===== src/tlvi_map.vh =====
// register offsets, bit positions and timing counts for the two-level vectored interrupt unit
// included by tlvi_unit.v; definitions only
`ifndef TLVI_MAP_VH
`define TLVI_MAP_VH
`define TLVI_MASK_ADDR 8'hA8
`define TLVI_PRIO_ADDR 8'hB8
`define TLVI_EDGE_ADDR 8'h88
`define TLVI_PORTF_ADDR 8'h8E
`define TLVI_XMASK_ADDR 8'hE8
`define TLVI_XPRIO_ADDR 8'hF8
`define TLVI_MASK_RESET 8'h00
`define TLVI_PRIO_RESET 8'h00
`define TLVI_PRIO_UNUSED 8'hC0
`define TLVI_GATE_BIT 7
`define TLVI_SPARE_BIT 6
`define TLVI_NSRC 22
`define TLVI_UNUSED_SLOT 20
`define TLVI_VEC_BASE 16'h0003
`define TLVI_RESET_VEC 16'h0000
`define TLVI_DETECT_CYC 1
`define TLVI_CALL_CYC 4
`endif


===== src/tlvi_unit.v =====
// two-level vectored interrupt unit: pending flags, masks, arbitration, vector call and nesting
// assumes a core sequencer that reports instruction boundaries and return completion,
// and a byte-wide special register port driven synchronously to clk
// Operation
// - twenty-one sources in twenty-two slots, two levels, visible flags
// - flags set regardless of their mask
// - enabled pending source calls at instruction boundary
// - return resumes the interrupted instruction stream
// - global gate bit blocks every source
// - flags persist; re-request right after return
// - software writing one behaves like event; vectoring clear and level-mode pin override the write
// - fifteen peripheral sources, six pin sources
// - pins 0,1 selectable level or edge
// - edge-mode pin flag cleared on vectoring
// - level-mode pin flag tracks the pin
// - pins 4-7 falling edge, port flag bits
// - vector is 0x0003 plus eight times order
// - slot 20 unused, reserved enable reads zero
// - any enabled sub-flag raises its source
// - high preempts low; reset priority low
// - higher level wins, then lowest order
// - decode every clock; five-cycle minimum response
// - one instruction completes after return before call
// - equal or lower waits for return plus one
// - mask register layout with gate bit seven
// - priority one is high; unused bits read one; here only base priority bits 7:6 do, the slot 20 bits read zero
`timescale 1ns/1ps
`include "tlvi_map.vh"
module tlvi_unit #(
  parameter NSRC = `TLVI_NSRC
) (
  input wire clk,                       // system clock, 200 MHz
  input wire reset_n,                   // asynchronous reset, active low
  input wire [7:0] reg_addr,            // special register address
  input wire [7:0] reg_wdata,           // write data
  input wire reg_wr,                    // write strobe, one cycle
  input wire reg_rd,                    // read strobe, one cycle
  input wire [NSRC-1:0] periph_event,   // one-cycle set pulses, bit = order number
  input wire [NSRC-1:0] periph_clear,   // one-cycle clear pulses from peripheral logic
  input wire request_pin0_n,            // pin request 0, active low
  input wire request_pin1_n,            // pin request 1, active low
  input wire [3:0] request_pin47_n,     // pin requests 4..7, active low
  input wire insn_boundary,             // core finishes an instruction this cycle
  input wire call_taken,                // core has started the vector call
  input wire return_done,               // core completed a return from service
  output reg [7:0] reg_rdata,           // read data, valid cycle after reg_rd
  output reg call_request,              // vector call requested, held until call_taken
  output reg [15:0] call_vector,        // target address of the vector call
  output reg [1:0] in_service,          // bit0 low level, bit1 high level
  output reg [NSRC-1:0] pending_out     // current pending flags
);
  localparam ST_IDLE = 2'd0;
  localparam ST_CALL = 2'd1;
  localparam ST_HOLD = 2'd2;

  reg [7:0] core_interrupt_mask_reg;
  reg [7:0] base_priority_register_reg;
  reg [7:0] extended_mask_one_reg;
  reg [7:0] extended_mask_two_reg;
  reg [7:0] extended_prio_one_reg;
  reg [7:0] extended_prio_two_reg;
  reg [1:0] edge_select_reg;
  reg [NSRC-1:0] pending_reg;
  reg [NSRC-1:0] pending_next;
  reg [1:0] pin01_prev_reg;
  reg [3:0] pin47_prev_reg;
  reg [1:0] state_reg;
  reg [4:0] winner_reg;
  reg winner_high_reg;
  reg block_reg;
  reg [NSRC-1:0] enable_vec;
  reg [NSRC-1:0] prio_vec;
  reg [NSRC-1:0] req_vec;
  reg found;
  reg [4:0] pick;
  reg pick_high;
  reg [7:0] rd_mux;
  integer i;

  // vector slots are eight bytes apart, so the order number lands in bits 7:3
  function [15:0] vec_of;
    input [4:0] order;
    begin
      vec_of = `TLVI_VEC_BASE + {8'h00, order, 3'b000};
    end
  endfunction

  // register write decode, shared by the flag logic
  function wr_hit;
    input wr;
    input [7:0] addr;
    input [7:0] target;
    begin
      wr_hit = wr && (addr == target);
    end
  endfunction

  wire pin0_pending = pending_reg[0];
  wire pin1_pending = pending_reg[2];
  wire global_irq_gate = core_interrupt_mask_reg[`TLVI_GATE_BIT];

  // per-order mask and priority vectors
  // slot 20 is hard zero in both, whatever software wrote there
  always @* begin
    enable_vec = {extended_mask_two_reg[7], 1'b0, extended_mask_two_reg[5:0], extended_mask_one_reg,
                  core_interrupt_mask_reg[5:0]};
    prio_vec = {extended_prio_two_reg[7], 1'b0, extended_prio_two_reg[5:0], extended_prio_one_reg,
                base_priority_register_reg[5:0]};
    req_vec = pending_reg & enable_vec & {NSRC{global_irq_gate}};
  end

  // arbitration: high level first, lowest order among equals
  // loops run downwards so the lowest order written last wins;
  // a running high routine shuts out everything, a running low one
  // only shuts out other low requests
  always @* begin
    found = 1'b0;
    pick = 5'd0;
    pick_high = 1'b0;
    for (i = NSRC - 1; i >= 0; i = i - 1) begin
      if (req_vec[i] && prio_vec[i] && !in_service[1]) begin
        found = 1'b1;
        pick = i[4:0];
        pick_high = 1'b1;
      end
    end
    if (!pick_high) begin
      for (i = NSRC - 1; i >= 0; i = i - 1) begin
        if (req_vec[i] && !prio_vec[i] && in_service == 2'b00) begin
          found = 1'b1;
          pick = i[4:0];
        end
      end
    end
  end

  // pending flag update; hardware set wins over peripheral, write and vectoring clears
  // order of the steps matters: clears first, then writes,
  // then vectoring clears, then every set source, and the slot 20 tie-off last
  always @* begin
    pending_next = pending_reg & ~periph_clear;

    // software writes load the flags directly; unlike a hardware event, they lose to a vectoring clear; both lose to a level-mode pin
    if (wr_hit(reg_wr, reg_addr, `TLVI_PORTF_ADDR)) begin
      pending_next[19:16] = reg_wdata[7:4];
    end
    if (wr_hit(reg_wr, reg_addr, `TLVI_EDGE_ADDR)) begin
      pending_next[0] = reg_wdata[1];
      pending_next[2] = reg_wdata[3];
    end

    // only edge-mode pin flags are dropped by hardware on vectoring;
    // every other flag stays until its owner clears it
    if (call_taken && state_reg == ST_CALL) begin
      if (winner_reg == 5'd0 && edge_select_reg[0]) begin
        pending_next[0] = 1'b0;
      end
      if (winner_reg == 5'd2 && edge_select_reg[1]) begin
        pending_next[2] = 1'b0;
      end
      if (winner_reg >= 5'd16 && winner_reg <= 5'd19) begin
        pending_next[winner_reg] = 1'b0;
      end
    end

    pending_next = pending_next | periph_event;

    // falling edges of pins 4..7, one flop of history
    pending_next[19:16] = pending_next[19:16] | (pin47_prev_reg & ~request_pin47_n);

    // pin 0: edge mode latches, level mode mirrors the pin
    if (edge_select_reg[0]) begin
      pending_next[0] = pending_next[0] | (pin01_prev_reg[0] & ~request_pin0_n);
    end else begin
      pending_next[0] = ~request_pin0_n;
    end

    // pin 1: same scheme as pin 0
    if (edge_select_reg[1]) begin
      pending_next[2] = pending_next[2] | (pin01_prev_reg[1] & ~request_pin1_n);
    end else begin
      pending_next[2] = ~request_pin1_n;
    end

    // slot 20 has no flag; tie it off so a stray event cannot vector there
    pending_next[`TLVI_UNUSED_SLOT] = 1'b0;
  end

  // read mux; reserved enable and priority bits other than mask spare bit 6 are forced on the way out
  // as well as on the way in, so a stale store can never show
  always @* begin
    case (reg_addr)
      `TLVI_MASK_ADDR: rd_mux = core_interrupt_mask_reg;
      `TLVI_PRIO_ADDR: rd_mux = base_priority_register_reg | `TLVI_PRIO_UNUSED;
      `TLVI_EDGE_ADDR: rd_mux = {4'h0, pin1_pending, edge_select_reg[1], pin0_pending, edge_select_reg[0]};
      `TLVI_PORTF_ADDR: rd_mux = {pending_reg[19:16], 4'h0};
      `TLVI_XMASK_ADDR: rd_mux = extended_mask_one_reg;
      `TLVI_XMASK_ADDR + 8'h01: rd_mux = extended_mask_two_reg & 8'hBF;
      `TLVI_XPRIO_ADDR: rd_mux = extended_prio_one_reg;
      `TLVI_XPRIO_ADDR + 8'h01: rd_mux = extended_prio_two_reg & 8'hBF;
      default: rd_mux = 8'h00;
    endcase
  end

  // register file and flag storage
  // pin history resets to the idle (high) level, so a pin held low
  // through reset is taken as a falling edge right after reset release
  always @(posedge clk or negedge reset_n) begin
    if (!reset_n) begin
      core_interrupt_mask_reg <= `TLVI_MASK_RESET;
      base_priority_register_reg <= `TLVI_PRIO_RESET;
      extended_mask_one_reg <= 8'h00;
      extended_mask_two_reg <= 8'h00;
      extended_prio_one_reg <= 8'h00;
      extended_prio_two_reg <= 8'h00;
      edge_select_reg <= 2'b00;
      pending_reg <= {NSRC{1'b0}};
      pin01_prev_reg <= 2'b11;
      pin47_prev_reg <= 4'hF;
      reg_rdata <= 8'h00;
      pending_out <= {NSRC{1'b0}};
    end else begin
      pin01_prev_reg <= {request_pin1_n, request_pin0_n};
      pin47_prev_reg <= request_pin47_n;
      pending_reg <= pending_next;
      pending_out <= pending_next;
      if (reg_rd) reg_rdata <= rd_mux;
      if (reg_wr) begin
        case (reg_addr)
          `TLVI_MASK_ADDR: core_interrupt_mask_reg <= reg_wdata;
          `TLVI_PRIO_ADDR: base_priority_register_reg <= reg_wdata & 8'h3F;
          `TLVI_EDGE_ADDR: edge_select_reg <= {reg_wdata[2], reg_wdata[0]};
          `TLVI_XMASK_ADDR: extended_mask_one_reg <= reg_wdata;
          `TLVI_XMASK_ADDR + 8'h01: extended_mask_two_reg <= reg_wdata & 8'hBF;
          `TLVI_XPRIO_ADDR: extended_prio_one_reg <= reg_wdata;
          `TLVI_XPRIO_ADDR + 8'h01: extended_prio_two_reg <= reg_wdata & 8'hBF;
          default: ;
        endcase
      end
    end
  end

  // call sequencer; block_reg holds off one instruction after a return
  // the hold state gives the flag logic one cycle to drop a vectored
  // edge flag before arbitration may look at it again
  // limitation: a return and a fresh call never overlap, the core
  // is expected to send return_done only outside a vector call
  always @(posedge clk or negedge reset_n) begin
    if (!reset_n) begin
      state_reg <= ST_IDLE;
      winner_reg <= 5'd0;
      winner_high_reg <= 1'b0;
      block_reg <= 1'b0;
      call_request <= 1'b0;
      call_vector <= `TLVI_RESET_VEC;
      in_service <= 2'b00;
    end else begin
      case (state_reg)
        ST_IDLE: begin
          if (return_done) begin
            block_reg <= 1'b1;
            if (in_service[1]) in_service[1] <= 1'b0;
            else in_service[0] <= 1'b0;
          end else if (block_reg) begin
            if (insn_boundary) block_reg <= 1'b0;
          end else if (found && insn_boundary) begin
            state_reg <= ST_CALL;
            winner_reg <= pick;
            winner_high_reg <= pick_high;
            call_request <= 1'b1;
            call_vector <= vec_of(pick);
          end
        end
        ST_CALL: begin
          // pin 0/1 in level mode relies on the requester holding until here
          if (call_taken) begin
            call_request <= 1'b0;
            state_reg <= ST_HOLD;
            if (winner_high_reg) in_service[1] <= 1'b1;
            else in_service[0] <= 1'b1;
          end
        end
        ST_HOLD: begin
          state_reg <= ST_IDLE;
        end
        default: begin
          state_reg <= ST_IDLE;
        end
      endcase
    end
  end
endmodule


===== config.mk =====
export PLATFORM = sky130hd
export DESIGN_NAME = tlvi_unit
export DESIGN_NICKNAME = d
export VERILOG_FILES = /design/src/tlvi_unit.v
export VERILOG_INCLUDE_DIRS = /design/src
export SDC_FILE = /design/constraint.sdc
export NUM_CORES = 1
export LEC_CHECK = 0
export BUFFER_PORTS_ARGS = -buffer_cell sky130_fd_sc_hd__buf_2
export CAP_MARGIN = 20
export CORE_UTILIZATION = 38
export DETAILED_ROUTE_END_ITERATION = 10
export PLACE_DENSITY = 0.6
export SLEW_MARGIN = 0
export SYNTH_ARGS = -nofsm -noshare
export SYNTH_HDL_FRONTEND = slang
export SYNTH_SLANG_ARGS = --single-unit

===== constraint.sdc =====
create_clock -name clk -period 4.6 [get_ports clk]
set_input_delay 0.92 -clock clk [delete_from_list [all_inputs] [get_ports clk]]
set_output_delay 0.92 -clock clk [all_outputs]
set_load 0.03 [all_outputs]

# After elaboration in Yosys (flattened, before gate mapping)
# Cells that the tools add are included.
[totals]
ff_bits = 109
input_bits = 73
output_inout_bits = 49
elab_cells = 312
[op_classes]
addsub = 1
order_cmp = 4
eq_ne = 18
n_mux = 121
bitwise_logic = 18
reduce_logical = 131
[op_table]
columns = ["cell", "n"]
rows = [
  ["two-way mux 5 bit", 44],
  ["logical AND 1 bit", 93],
  ["bitwise AND 22 bit", 4],
  ["== test 8 bit, second input constant", 8],
  ["one-hot mux 8 bit (8 select lines)", 1],
  ["two-way mux 1 bit", 63],
  ["two-way mux 22 bit", 2],
  ["inverter 22 bit", 2],
  ["logical NOT 1 bit", 22],
  ["bitwise OR 22 bit", 1],
  ["inequality test 2 bit, second input constant", 8],
  ["AND reduction 2 bit", 7],
  ["two-way mux 2 bit", 6],
  ["AND reduction 4 bit", 3],
  ["AND reduction 5 bit", 2],
  ["adder 2 x 8 -> 9 bit, first input constant", 1],
  ["one-hot mux 2 bit (2 select lines)", 2],
  ["less-than comparator 5 x 6 -> 1 bit, second input constant", 1],
  ["demux 1 bit (select 5 bit)", 1],
  ["== test 5 x 2 -> 1 bit, second input constant", 1],
  ["greater-or-equal comparator 5 x 1 -> 1 bit, second input constant", 1],
  ["greater-or-equal comparator 5 bit, second input constant", 1],
  ["less-or-equal comparator 5 bit, second input constant", 1],
  ["logical NOT 5 bit", 1],
  ["11 further kinds", 17],
]

# Longest topological paths before layout
# Gate-level depths: netlist of run 1.
[logic_depth]
ltp_word = 49
depth_mapped = 9
ltp_nobuf = 7

# Worst setup path before layout of run 1
# OpenSTA, ideal clock, no wires.
[synth_timing]
kind = "input port to flip-flop"
startpoint = "in reg_addr[4]"
endpoint = "reg pending_reg[19]"
setup_ns = 0.126
t_arrival_ns = 2.523
required_time_ns = 4.474
path_slack_ns = 1.951
cell_stages = 8
path_buffers = 1
path_cell_list = "clkbuf_1 nor2_1 nand3_1 nor4_2 nand2_1 nand3b_1 nand2_1 a221o_1"
[synth_via]
elab_chain_cells = 8
[synth_rtl]
columns = ["element", "line_no", "rtl"]
rows = [
  ["start: declaration", "tlvi_unit.v:34", "input wire [7:0] reg_addr,"],
  ["== test 8 bit (*)", "tlvi_unit.v:94", "wr_hit = wr && (addr == target);"],
  ["logical AND 1 bit (*)", "tlvi_unit.v:94", ""],
  ["two-way mux 4 bit (*)", "tlvi_unit.v:144", "if (wr_hit(reg_wr, reg_addr, `TLVI_PORTF_ADDR)) begin"],
  ["bitwise AND 22 bit (no line)", "-", ""],
  ["two-way mux 22 bit", "tlvi_unit.v:161", "if (winner_reg >= 5'd16 && winner_reg <= 5'd19) begin"],
  ["two-way mux 22 bit (*)", "tlvi_unit.v:154", "if (call_taken && state_reg == ST_CALL) begin"],
  ["bitwise OR 22 bit (*)", "tlvi_unit.v:166", "pending_next = pending_next | periph_event;"],
  ["bitwise OR 4 bit (*)", "tlvi_unit.v:169", "pending_next[19:16] = pending_next[19:16] | (pin47_prev_reg & ~request_pin47_n);"],
  ["net pending_next[19]", "tlvi_unit.v:64", "reg [NSRC-1:0] pending_next;"],
  ["end signal: assignment", "tlvi_unit.v:217", "pending_reg <= {NSRC{1'b0}};"],
  ["end signal: assignment", "tlvi_unit.v:225", "pending_reg <= pending_next;"],
  ["end: declaration", "tlvi_unit.v:63", "reg [NSRC-1:0] pending_reg;"],
]
# Mark *: on every way through the listed nets, which the timed path passes. The rest lies on a longest branch.
# A chain may end at the register's enable or synchronous reset.

# Worst setup path in the final report of run 1
[layout_timing]
startpoint = "reg in_service[1]"
endpoint = "reg winner_high_reg"
[layout_via]
elab_chain_cells = 27
elab_cells_between_ends = 91
classes_between = "44 x mux; 47 x reduce/logical"
[layout_rtl]
columns = ["element", "line_no", "rtl"]
rows = [
  ["start: declaration", "tlvi_unit.v:49", "output reg [1:0] in_service,"],
  ["start signal: assignment", "tlvi_unit.v:256", "in_service <= 2'b00;"],
  ["start signal: assignment", "tlvi_unit.v:279", "if (winner_high_reg) in_service[1] <= 1'b1;"],
  ["logical NOT 2 bit", "tlvi_unit.v:129", "if (req_vec[i] && !prio_vec[i] && in_service == 2'b00) begin"],
  ["logical AND 1 bit", "tlvi_unit.v:129", ""],
  ["two-way mux 1 bit (22 in a row)", "tlvi_unit.v:129", ""],
  ["two-way mux 1 bit", "tlvi_unit.v:127", "if (!pick_high) begin"],
  ["logical AND 1 bit", "tlvi_unit.v:266", "end else if (found && insn_boundary) begin"],
  ["AND reduction 4 bit (no line)", "-", ""],
  ["end signal: assignment", "tlvi_unit.v:269", "winner_high_reg <= pick_high;"],
  ["end: declaration", "tlvi_unit.v:69", "reg winner_high_reg;"],
]
# Several ways; a longest one is shown, not always the timed one.

==> metrics.cfg, run 1 <==
[synthesis]
yosysWarnings=0
synth_edf_count=0
synth_area_leaders=dfrtp_1, mux2_2, a21oi_1, dfstp_2, o21ai_0
syn_area_um2=5030
yosysSeqAreaShare_pct=46.9
synth_area_leader_cell=dfrtp_1
ys_types=58
synth_most_common_cell=dfrtp_1
synth_commonest_cells=dfrtp_1, mux2_2, a21oi_1
synthArstFlopShare_pct=100
netlist_instances=495
syn_avg_cell_area_um2=10.2
yosys.area.top_type_share_pct=43.7
ys_ff_latch=94
synth_ff_type=dfrtp_1

[worst_setup_path]
rrSetupSlack_ps=1830
cp_slowest_cell=nor3b_1
cp-start-kind=flop
worstSetupPathType=reg2reg
cp_cell_sequence=nor3b_1 > o41ai_1 > nand2_1 > nor3b_1 > a31o_2 > mux2_1
r2r-start=in_service[1]
timing.rr.end=winner_high_reg
path_common_cell=nor3b_1
reg2reg_depth=6
critical_path.endpoint_type=flop
cp.arrival_ps=3000
cp.required_ps=4830
max_stage_delay_ps=900
path_max_fanout=13

[floorplanning]
die_w_um=117
die_area_um2=13700
fp-row-count=41
start_util_pct=39.4
pin_count=122
core_area_um2=12800
die_h_um=117

[clocking]
cts_tree=yes
clk_pin_slew_ps=60
clk_latency_ps=350
h-tree-depth=3
cts_sinks=94
cts_setup_buffers=0
cts_resized=0
cts_buffer_depth=2
root_buffer=clkbuf_16
cts_made_buffers=9
hold_buffers=0

[finish]
nNetsFinal=676
area_growth_pct=19.0
drive_gt1_share_pct=31.5
fin_cells=779
multi_input_area_um2=2490
regArea_um2=2360
antenna_cells=0
fill_cells=1279
largest_reg_flops=21

[outcome]
status=completed

[place]
portBuffers=109
post-place-cells=764
hpwl_mm=11.4
gp_congestion=0.896
dp_slack_ps=1600

[timing]
fin_setup_tns_ps=0
setup_violations=0
rsz0062_at_grt=no
final.min_clock_period_ps=2770
hold_violations=0
fin_ws_ps=1830
relSlewSlack_pct=28.6
worst_pin_slew_ps=1070
fmax_ghz=0.361
finClkSkew_ps=6.62
min_period_over_period_pct=60.2
drv_slew=0

[min_path]
hold_end=call_request
min_from=call_request
hp-class=reg2reg
whs_path_depth=2

[routing]
firstDrtPassIters=4
routed_via_density=5.51
wl_met2_mm=7.13
met1_length_mm=6.78
wl_per_cell_um=19.0
drtAntennaViolNets=0
vias=4294
drc=0
topRoutingLayerUsed=met4
wl_met3_um=616
wirelength_mm=14.8
first_iter_violations=229

[grt]
grt_pass1_vias=4079
grt_pass1_wl_mm=22.3
grt_max_degree=69
antenna_found_initial=0
overflow=0
track_usage_pct=22.6

[run]
maxCapViolations=0

[pwr]
vdd_drop_max_uv=144
power_density_nw_per_um2=311
power_leakage_nw=2.91
finalPower_mw=1.87

## metal layers
metal	track usage, %	vias to the layer above
li1	-	2036
met1	30.1	2111
met2	37.2	130
met3	3.71	17
met4	8.44	0
met5	0	-
## layout make-up
cell class              instances  area share [%]
clock buffers                  12            4.11
clock inverters                 3           0.376
inverters                      22            1.38
multi-input cells             363            41.5
flip-flops and latches         94            39.4
well taps                     172            3.59
repair buffers                113            9.65
## worst max-delay path by stage
stage / startpoint / endpoint / slack, ps / cells after the start
finish: in_service[1] / winner_high_reg / 1830 / 6
global route: in_service[1] / winner_high_reg / 1670 / 6
CTS: in_service[1] / winner_high_reg / 1850 / 6
detailed placement: reg_addr[0] / pending_reg[2] / 1600 / 7
global placement: reg_addr[0] / core_interrupt_mask_reg[7] / 1640 / 5
floorplan: reg_addr[4] / pending_reg[19] / 1950 / 8
## kinds of logic (layout without fill, tap and decap cells)
| logic type | after synthesis | in the layout | synth area share [%] |
|---|---|---|---|
| flops | 94 | 94 | 46.9 |
| other cells | 1 | 10 | 0.0745 |
| compound gates | 145 | 145 | 18.8 |
| buf+inv | 47 | 150 | 4.40 |
| simple gates | 152 | 152 | 17.4 |
| mux | 56 | 56 | 12.5 |
## report_power, final
group	leakage (nW)	internal, mW	switching, mW
clock	0.121	0.379	0.317
sequential	1.19	0.874	0.0465
combinational	1.59	0.0921	0.157
total	2.91	1.34	0.521
## layout by cell type (no fill, tap or decap), drive strengths merged, types with 4 or more instances in the layout
master,Yosys,final
a31oi,9,9
buf,14,113
conb,1,10
nor3b,5,5
and3,8,8
mux2,54,54
and3b,14,14
dfstp,6,6
o21ai,29,29
a221oi,8,8
nor3,6,6
clkbuf,11,12
a21o,17,17
nor2b,5,5
nand3b,13,13
dfrtp,88,88
a21oi,40,40
or3b,4,4
nor2,23,23
a22o,6,6
inv,22,22
nand2b,6,6
nand2,32,32
nand3,23,23
a22oi,8,8
## critical path, delay by kind of cell, from the launching register on
family           cells  cell delay [ps]
AO/OA/AOI/OAI        2              710
flip-flops           1              440
multiplexers         1              330
AND/OR/NAND/NOR      3             1170
## through the flow
step,area (um2),util [%],hold slack [ps]
floorplan,5070,-,438
detailed placement,5720,44.8,467
CTS,5990,46.9,490
global route,5990,46.9,505
finish,5990,46.9,482
global placement,5720,44.8,449
Note: power is estimated with default switching activity, not from simulation.
==> inputs of run 2 (changes only) <==
Settings changed: ABC_AREA set to 1.
Clock period 4.6 ns to 2.67 ns, I/O delays scaled along.
==> metrics.cfg, run 2 <==
[clocking]
cts_sinks=94
cts_tree=yes
root_buffer=clkbuf_16
cts_buffer_depth=2
clk_pin_slew_ps=70
clk_latency_ps=360
cts_made_buffers=9
h-tree-depth=3
hold_buffers=0

[timing]
relSlewSlack_pct=59.6
fmax_ghz=0.327
finClkSkew_ps=11.5
rsz0062_at_grt=yes
drv_slew=0
fin_ws_ps=-390
setup_violations=9
final.min_clock_period_ps=3060
hold_violations=0
worst_pin_slew_ps=601
min_period_over_period_pct=115

[pwr]
power_leakage_nw=3.81
finalPower_mw=3.81
p_int_mw=2.61
p_clk_share_pct=35.0
seqPwrFrac_pct=42.7
power_density_nw_per_um2=514
switching_share_pct=31.6
power.share.combinational_pct=22.3
p_sw_mw=1.20
vdd_drop_max_uv=382

[worst_setup_path]
worst-path-buf-inv=5
max_stage_delay_ps=480
cp_slowest_cell=dfrtp_2
cp_top_family=simple AND/OR/NAND/NOR gates
timing.rr.end=winner_reg[0]
path_common_cell=nor3_2
worstSetupPathType=reg2reg
cp.required_ps=2950
cp.arrival_ps=3340
rrSetupSlack_ps=-390
cp_cell_sequence=inv_6 > buf_6 > nor3_1 > inv_1 > nor3_2 > nor2_1 > inv_2 > nor3_4 > nand2_2 > a31oi_4 > nand2_1 > nor3_2 > nand2_1 > nor3_2 > nand4_1 > nand2_2 > buf_4 > a21oi_1 > a21oi_2
path_max_fanout=6
critical_path.endpoint_type=flop
reg2reg_depth=19
cp-start-kind=flop
r2r-start=core_interrupt_mask_reg[7]

[place]
dp_slack_ps=-432
place_area_um2=6610
hpwl_mm=13.6
gp_congestion=0.973
portBuffers=109

[finish]
drive_gt1_share_pct=35.8
post-route-cell-area_um2=7410
fin_util_pct=56.0
largest_reg_flops=21
nNetsFinal=1011
antenna_cells=0
final_common_cell=buf_4
mostFrequentLayoutCells=buf_4, nand2_1, inv_1
area_growth_pct=44.1

[outcome]
status=finished with violations
violations=negative setup slack

[synthesis]
synth_area_leader_cell=dfrtp_1
ys_ff_latch=94
synthArstFlopShare_pct=100
synth_area_leaders=dfrtp_1, nand2_1, inv_1, o21ai_0, nor3_1
synth_edf_count=0
synth_most_common_cell=nand2_1
syn_area_um2=5140
synth_ff_type=dfrtp_1
yosysSeqAreaShare_pct=45.9
netlist_instances=685
yosys.area.top_type_share_pct=42.8
syn_avg_cell_area_um2=7.51
yosysWarnings=0
synth_commonest_cells=nand2_1, inv_1, dfrtp_1
ys_types=40

[grt]
overflow=0
track_usage_pct=26.9
grt_pass1_wl_mm=28.5
grt_pass1_vias=5456
grt_max_degree=39
antenna_found_initial=0

[routing]
drc=0
drtAntennaViolNets=0
vias=5532
wirelength_mm=17.9
routed_via_density=4.94
firstDrtPassIters=5
first_iter_violations=517
wl_per_cell_um=16.0

[floorplanning]
die_area_um2=14000
pin_count=122
start_util_pct=38.8
core_area_um2=13200
die_w_um=118
die_h_um=118
fp-row-count=42

[min_path]
hp-class=in2async

[run]
maxCapViolations=0

[run 2: cell types whose count changed in the layout (fill, tap and decap cells not counted), moves of 14 or more]
cell	change
buf_4	+137
inv_1	+113
nand2_1	+109
mux2_2	-46
o21ai_0	+37
nor3_1	+29
a21oi_1	-24
a21o_1	-17
nor2_1	+17
nor3_2	+16
and3b_1	-14
o21bai_1	+14
o22ai_1	+14
[run 2: final cells by class]
type,instances,area [um2]
sequential,94,2370
multi-input combinational,428,2260
clock inverter,6,70.1
timing repair inverter,1,3.75
clock buffer,10,229
tap,176,220
inverter,148,563
timing repair buffer,256,1700
fill,1269,5830
[run 2: kinds of logic (layout without fill, tap and decap cells)]
kind of cell           count (synthesis)  in the layout  share of synthesized area (%)
AOI/OAI and AO/OA                    136            136                           15.7
DFF                                   94             94                           45.9
other                                  1             10                         0.0729
and+or+nand+nor                      276            276                           23.2
muxes                                  6              6                           1.31
buffers and inverters                172            421                           13.9
[run 2: worst max-delay path by stage]
stage                          startpoint             end  slack (ps)  cells past startpoint
6_report       core_interrupt_mask_reg[7]   winner_reg[0]        -390                     19
5_1_grt        core_interrupt_mask_reg[7]   winner_reg[0]        -780                     44
4_1_cts        core_interrupt_mask_reg[7]   winner_reg[0]        -320                     43
3_5_place_dp   core_interrupt_mask_reg[7]  call_vector[1]        -430                     19
3_3_place_gp   core_interrupt_mask_reg[7]  call_vector[1]        -390                     19
2_1_floorplan               in_service[1]   winner_reg[0]         -10                     44
[run 2: timing repair]
action | in CTS | in global routing
pin swaps | 9 | 3
cloned | 1 | 0
gates resized for setup | 27 | 14
buffers inserted | 43 | 3
endpoints found under the setup margin | 9 | 9
[run 2: routing by layer]
layer	vias to the layer above	part of all wire [%]	global-route usage [%]
li1	2682	-	-
met1	2602	43	35.5
met2	204	46	42.5
met3	44	7.0	5.45
met4	0	4.0	12.2
met5	-	0	0
[run 2: worst register-to-register path: stages (launching register included)]
cell and delay, ps:
dfrtp_2 480, inv_6 120, buf_6 150, nor3_1 90, inv_1 110, nor3_2 80
nor2_1 190, inv_2 80, nor3_4 230, nand2_2 110, a31oi_4 200, nand2_1 110
nor3_2 170, nand2_1 110, nor3_2 160, nand4_1 140, nand2_2 130, buf_4 140
a21oi_1 60, a21oi_2 140
[run 2: stage by stage]
step | hold WS [ps] | TNS, ps | instances
finish | 135 | -3030 | 1119
global route | 161 | -4850 | 1119
CTS | 146 | -1720 | 1116
detailed placement | 469 | -3390 | 1057
global placement | 459 | -2930 | 1057
floorplan | 238 | -9.72 | 694
[run 2: power groups by stage]
stage                     Combinational (mW)  Clock (mW)  Sequential [mW]
after floorplan                        0.295           0             1.74
after global placement                 0.743           0             1.65
after detailed placement               0.753           0             1.65
after CTS                              0.828        1.35             1.63
after global routing                   0.919        1.42             1.64
final                                  0.848        1.33             1.63
==> inputs of run 3 (changes only) <==
Settings changed: BUFFER_PORTS_ARGS -buffer_cell sky130_fd_sc_hd__buf_2 to not set, DONT_BUFFER_PORTS set to 1, PLACE_DENSITY 0.6 to 0.52.
==> metrics.cfg, run 3 (synthesis gave the netlist of run 2 again) <==
[outcome]
status=finished with violations
violations=negative setup slack

[routing]
drtAntennaViolNets=0
routed_via_density=5.02
wl_per_cell_um=16.8
first_iter_violations=323
vias=5164
wirelength_mm=17.2
drc=0
firstDrtPassIters=5

[finish]
regArea_um2=2370
drive_gt1_share_pct=30.2
area_growth_pct=38.2
largest_reg_flops=21
nNetsFinal=920
fill_cells=1299
fin_cells=1028
fin_util_pct=53.7
post-route-cell-area_um2=7110
antenna_cells=0
mostFrequentLayoutCells=buf_4, inv_1, nand2_1
final_common_cell=buf_4
multi_input_area_um2=2330

[floorplanning]
die_area_um2=14000
die_h_um=118
die_w_um=118
pin_count=122
fp-row-count=42
start_util_pct=38.8
core_area_um2=13200

[pwr]
vdd_drop_max_uv=406
power_density_nw_per_um2=522
power_leakage_nw=3.51
finalPower_mw=3.71

[worst_setup_path]
worstSetupPathType=reg2reg
cp.arrival_ps=3450
path_max_fanout=5
cp-start-kind=flop
cp.required_ps=2900
critical_path.endpoint_type=flop

[grt]
antenna_found_initial=0
track_usage_pct=25.6
grt_pass1_wl_mm=27.0
overflow=0
grt_max_degree=91
grt_pass1_vias=5114

[timing]
setup_violations=9
drv_slew=0
finClkSkew_ps=11.7
relSlewSlack_pct=63.5
fin_ws_ps=-551
final.min_clock_period_ps=3220
hold_violations=0
rsz0062_at_grt=yes
min_period_over_period_pct=121
worst_pin_slew_ps=547
fmax_ghz=0.310

[clocking]
h-tree-depth=3
cts_made_buffers=9
cts_buffer_depth=2
root_buffer=clkbuf_16
cts_tree=yes
clk_latency_ps=360
cts_sinks=94
clk_pin_slew_ps=70

[place]
place_area_um2=6230
post-place-cells=972
gp_congestion=0.955
dp_slack_ps=-431
portBuffers=0
hpwl_mm=13.1

[min_path]
hp-class=in2async

[run]
maxCapViolations=0

## run 3: worst max-delay path, cell delays in order (launching register included)
cell and delay, ps:
dfrtp_2 490, buf_6 160, buf_12 120, nand3_4 90, nor3_4 50, nor4_2 320, buf_4 190, nand2_4 50
nor2_4 100, nand2_2 90, a31oi_4 200, nand2_2 110, nor3_4 190, nand2_2 100, nor3_4 180, nand4_1 180
nand2_4 160, clkinv_4 90, or2_1 230
## run 3: power breakdown
group	leakage (nW)	internal, mW	total, mW	switching, mW
registers	1.15	1.53	1.71	0.182
logic	2.23	0.304	0.705	0.401
clock network	0.135	0.731	1.30	0.566
total	3.51	2.57	3.71	1.15
## run 3: area by class of cell
type	count	area share (%)
clock buffer	10	3.22
clock inverter	6	0.986
inverter	148	7.95
multi-input combinational	428	32.8
sequential	94	33.3
tap	176	3.10
timing repair buffer	164	18.5
timing repair inverter	2	0.176
## run 3: worst paths after layout
path	start	endpoint	slack, ps	cells past startpoint
hold / removal	reset_n	pending_reg[17]	60	1
hold reg to reg	block_reg	block_reg	490	2
setup reg to reg	core_interrupt_mask_reg[7]	call_vector[1]	-550	18
setup / recovery	core_interrupt_mask_reg[7]	call_vector[1]	-550	18
min in group clk	request_pin47_n[2]	pin47_prev_reg[2]	170	0
max in group asynchronous	reset_n	pin01_prev_reg[0]	1950	1
## run 3: metrics by stage
| stage | hold WS [ps] | setup TNS [ps] |
|---|---|---|
| after floorplan | 238 | -9.72 |
| after global placement | 241 | -3340 |
| after detailed placement | 241 | -3280 |
| after CTS | 97.5 | -1630 |
| after global routing | 94.4 | -5990 |
| final | 62.0 | -4200 |
## run 3: per-layer routing
metal	global-route usage (%)	vias to the layer above	part of all wire, %
li1	-	2506	-
met1	33.5	2456	44
met2	42.3	175	48
met3	4.92	27	5.7
met4	8.65	0	2.4
met5	0	-	0
## run 3: what timing repair did
item / 4_1_cts / 5_1_grt
cloned: 1 / 1
pin swaps: 6 / 14
hold buffers: 2 / 0
setup endpoints to repair: 9 / 9
hold endpoints to repair: 90 / 0
resized for setup: 28 / 38
setup buffers: 29 / 8
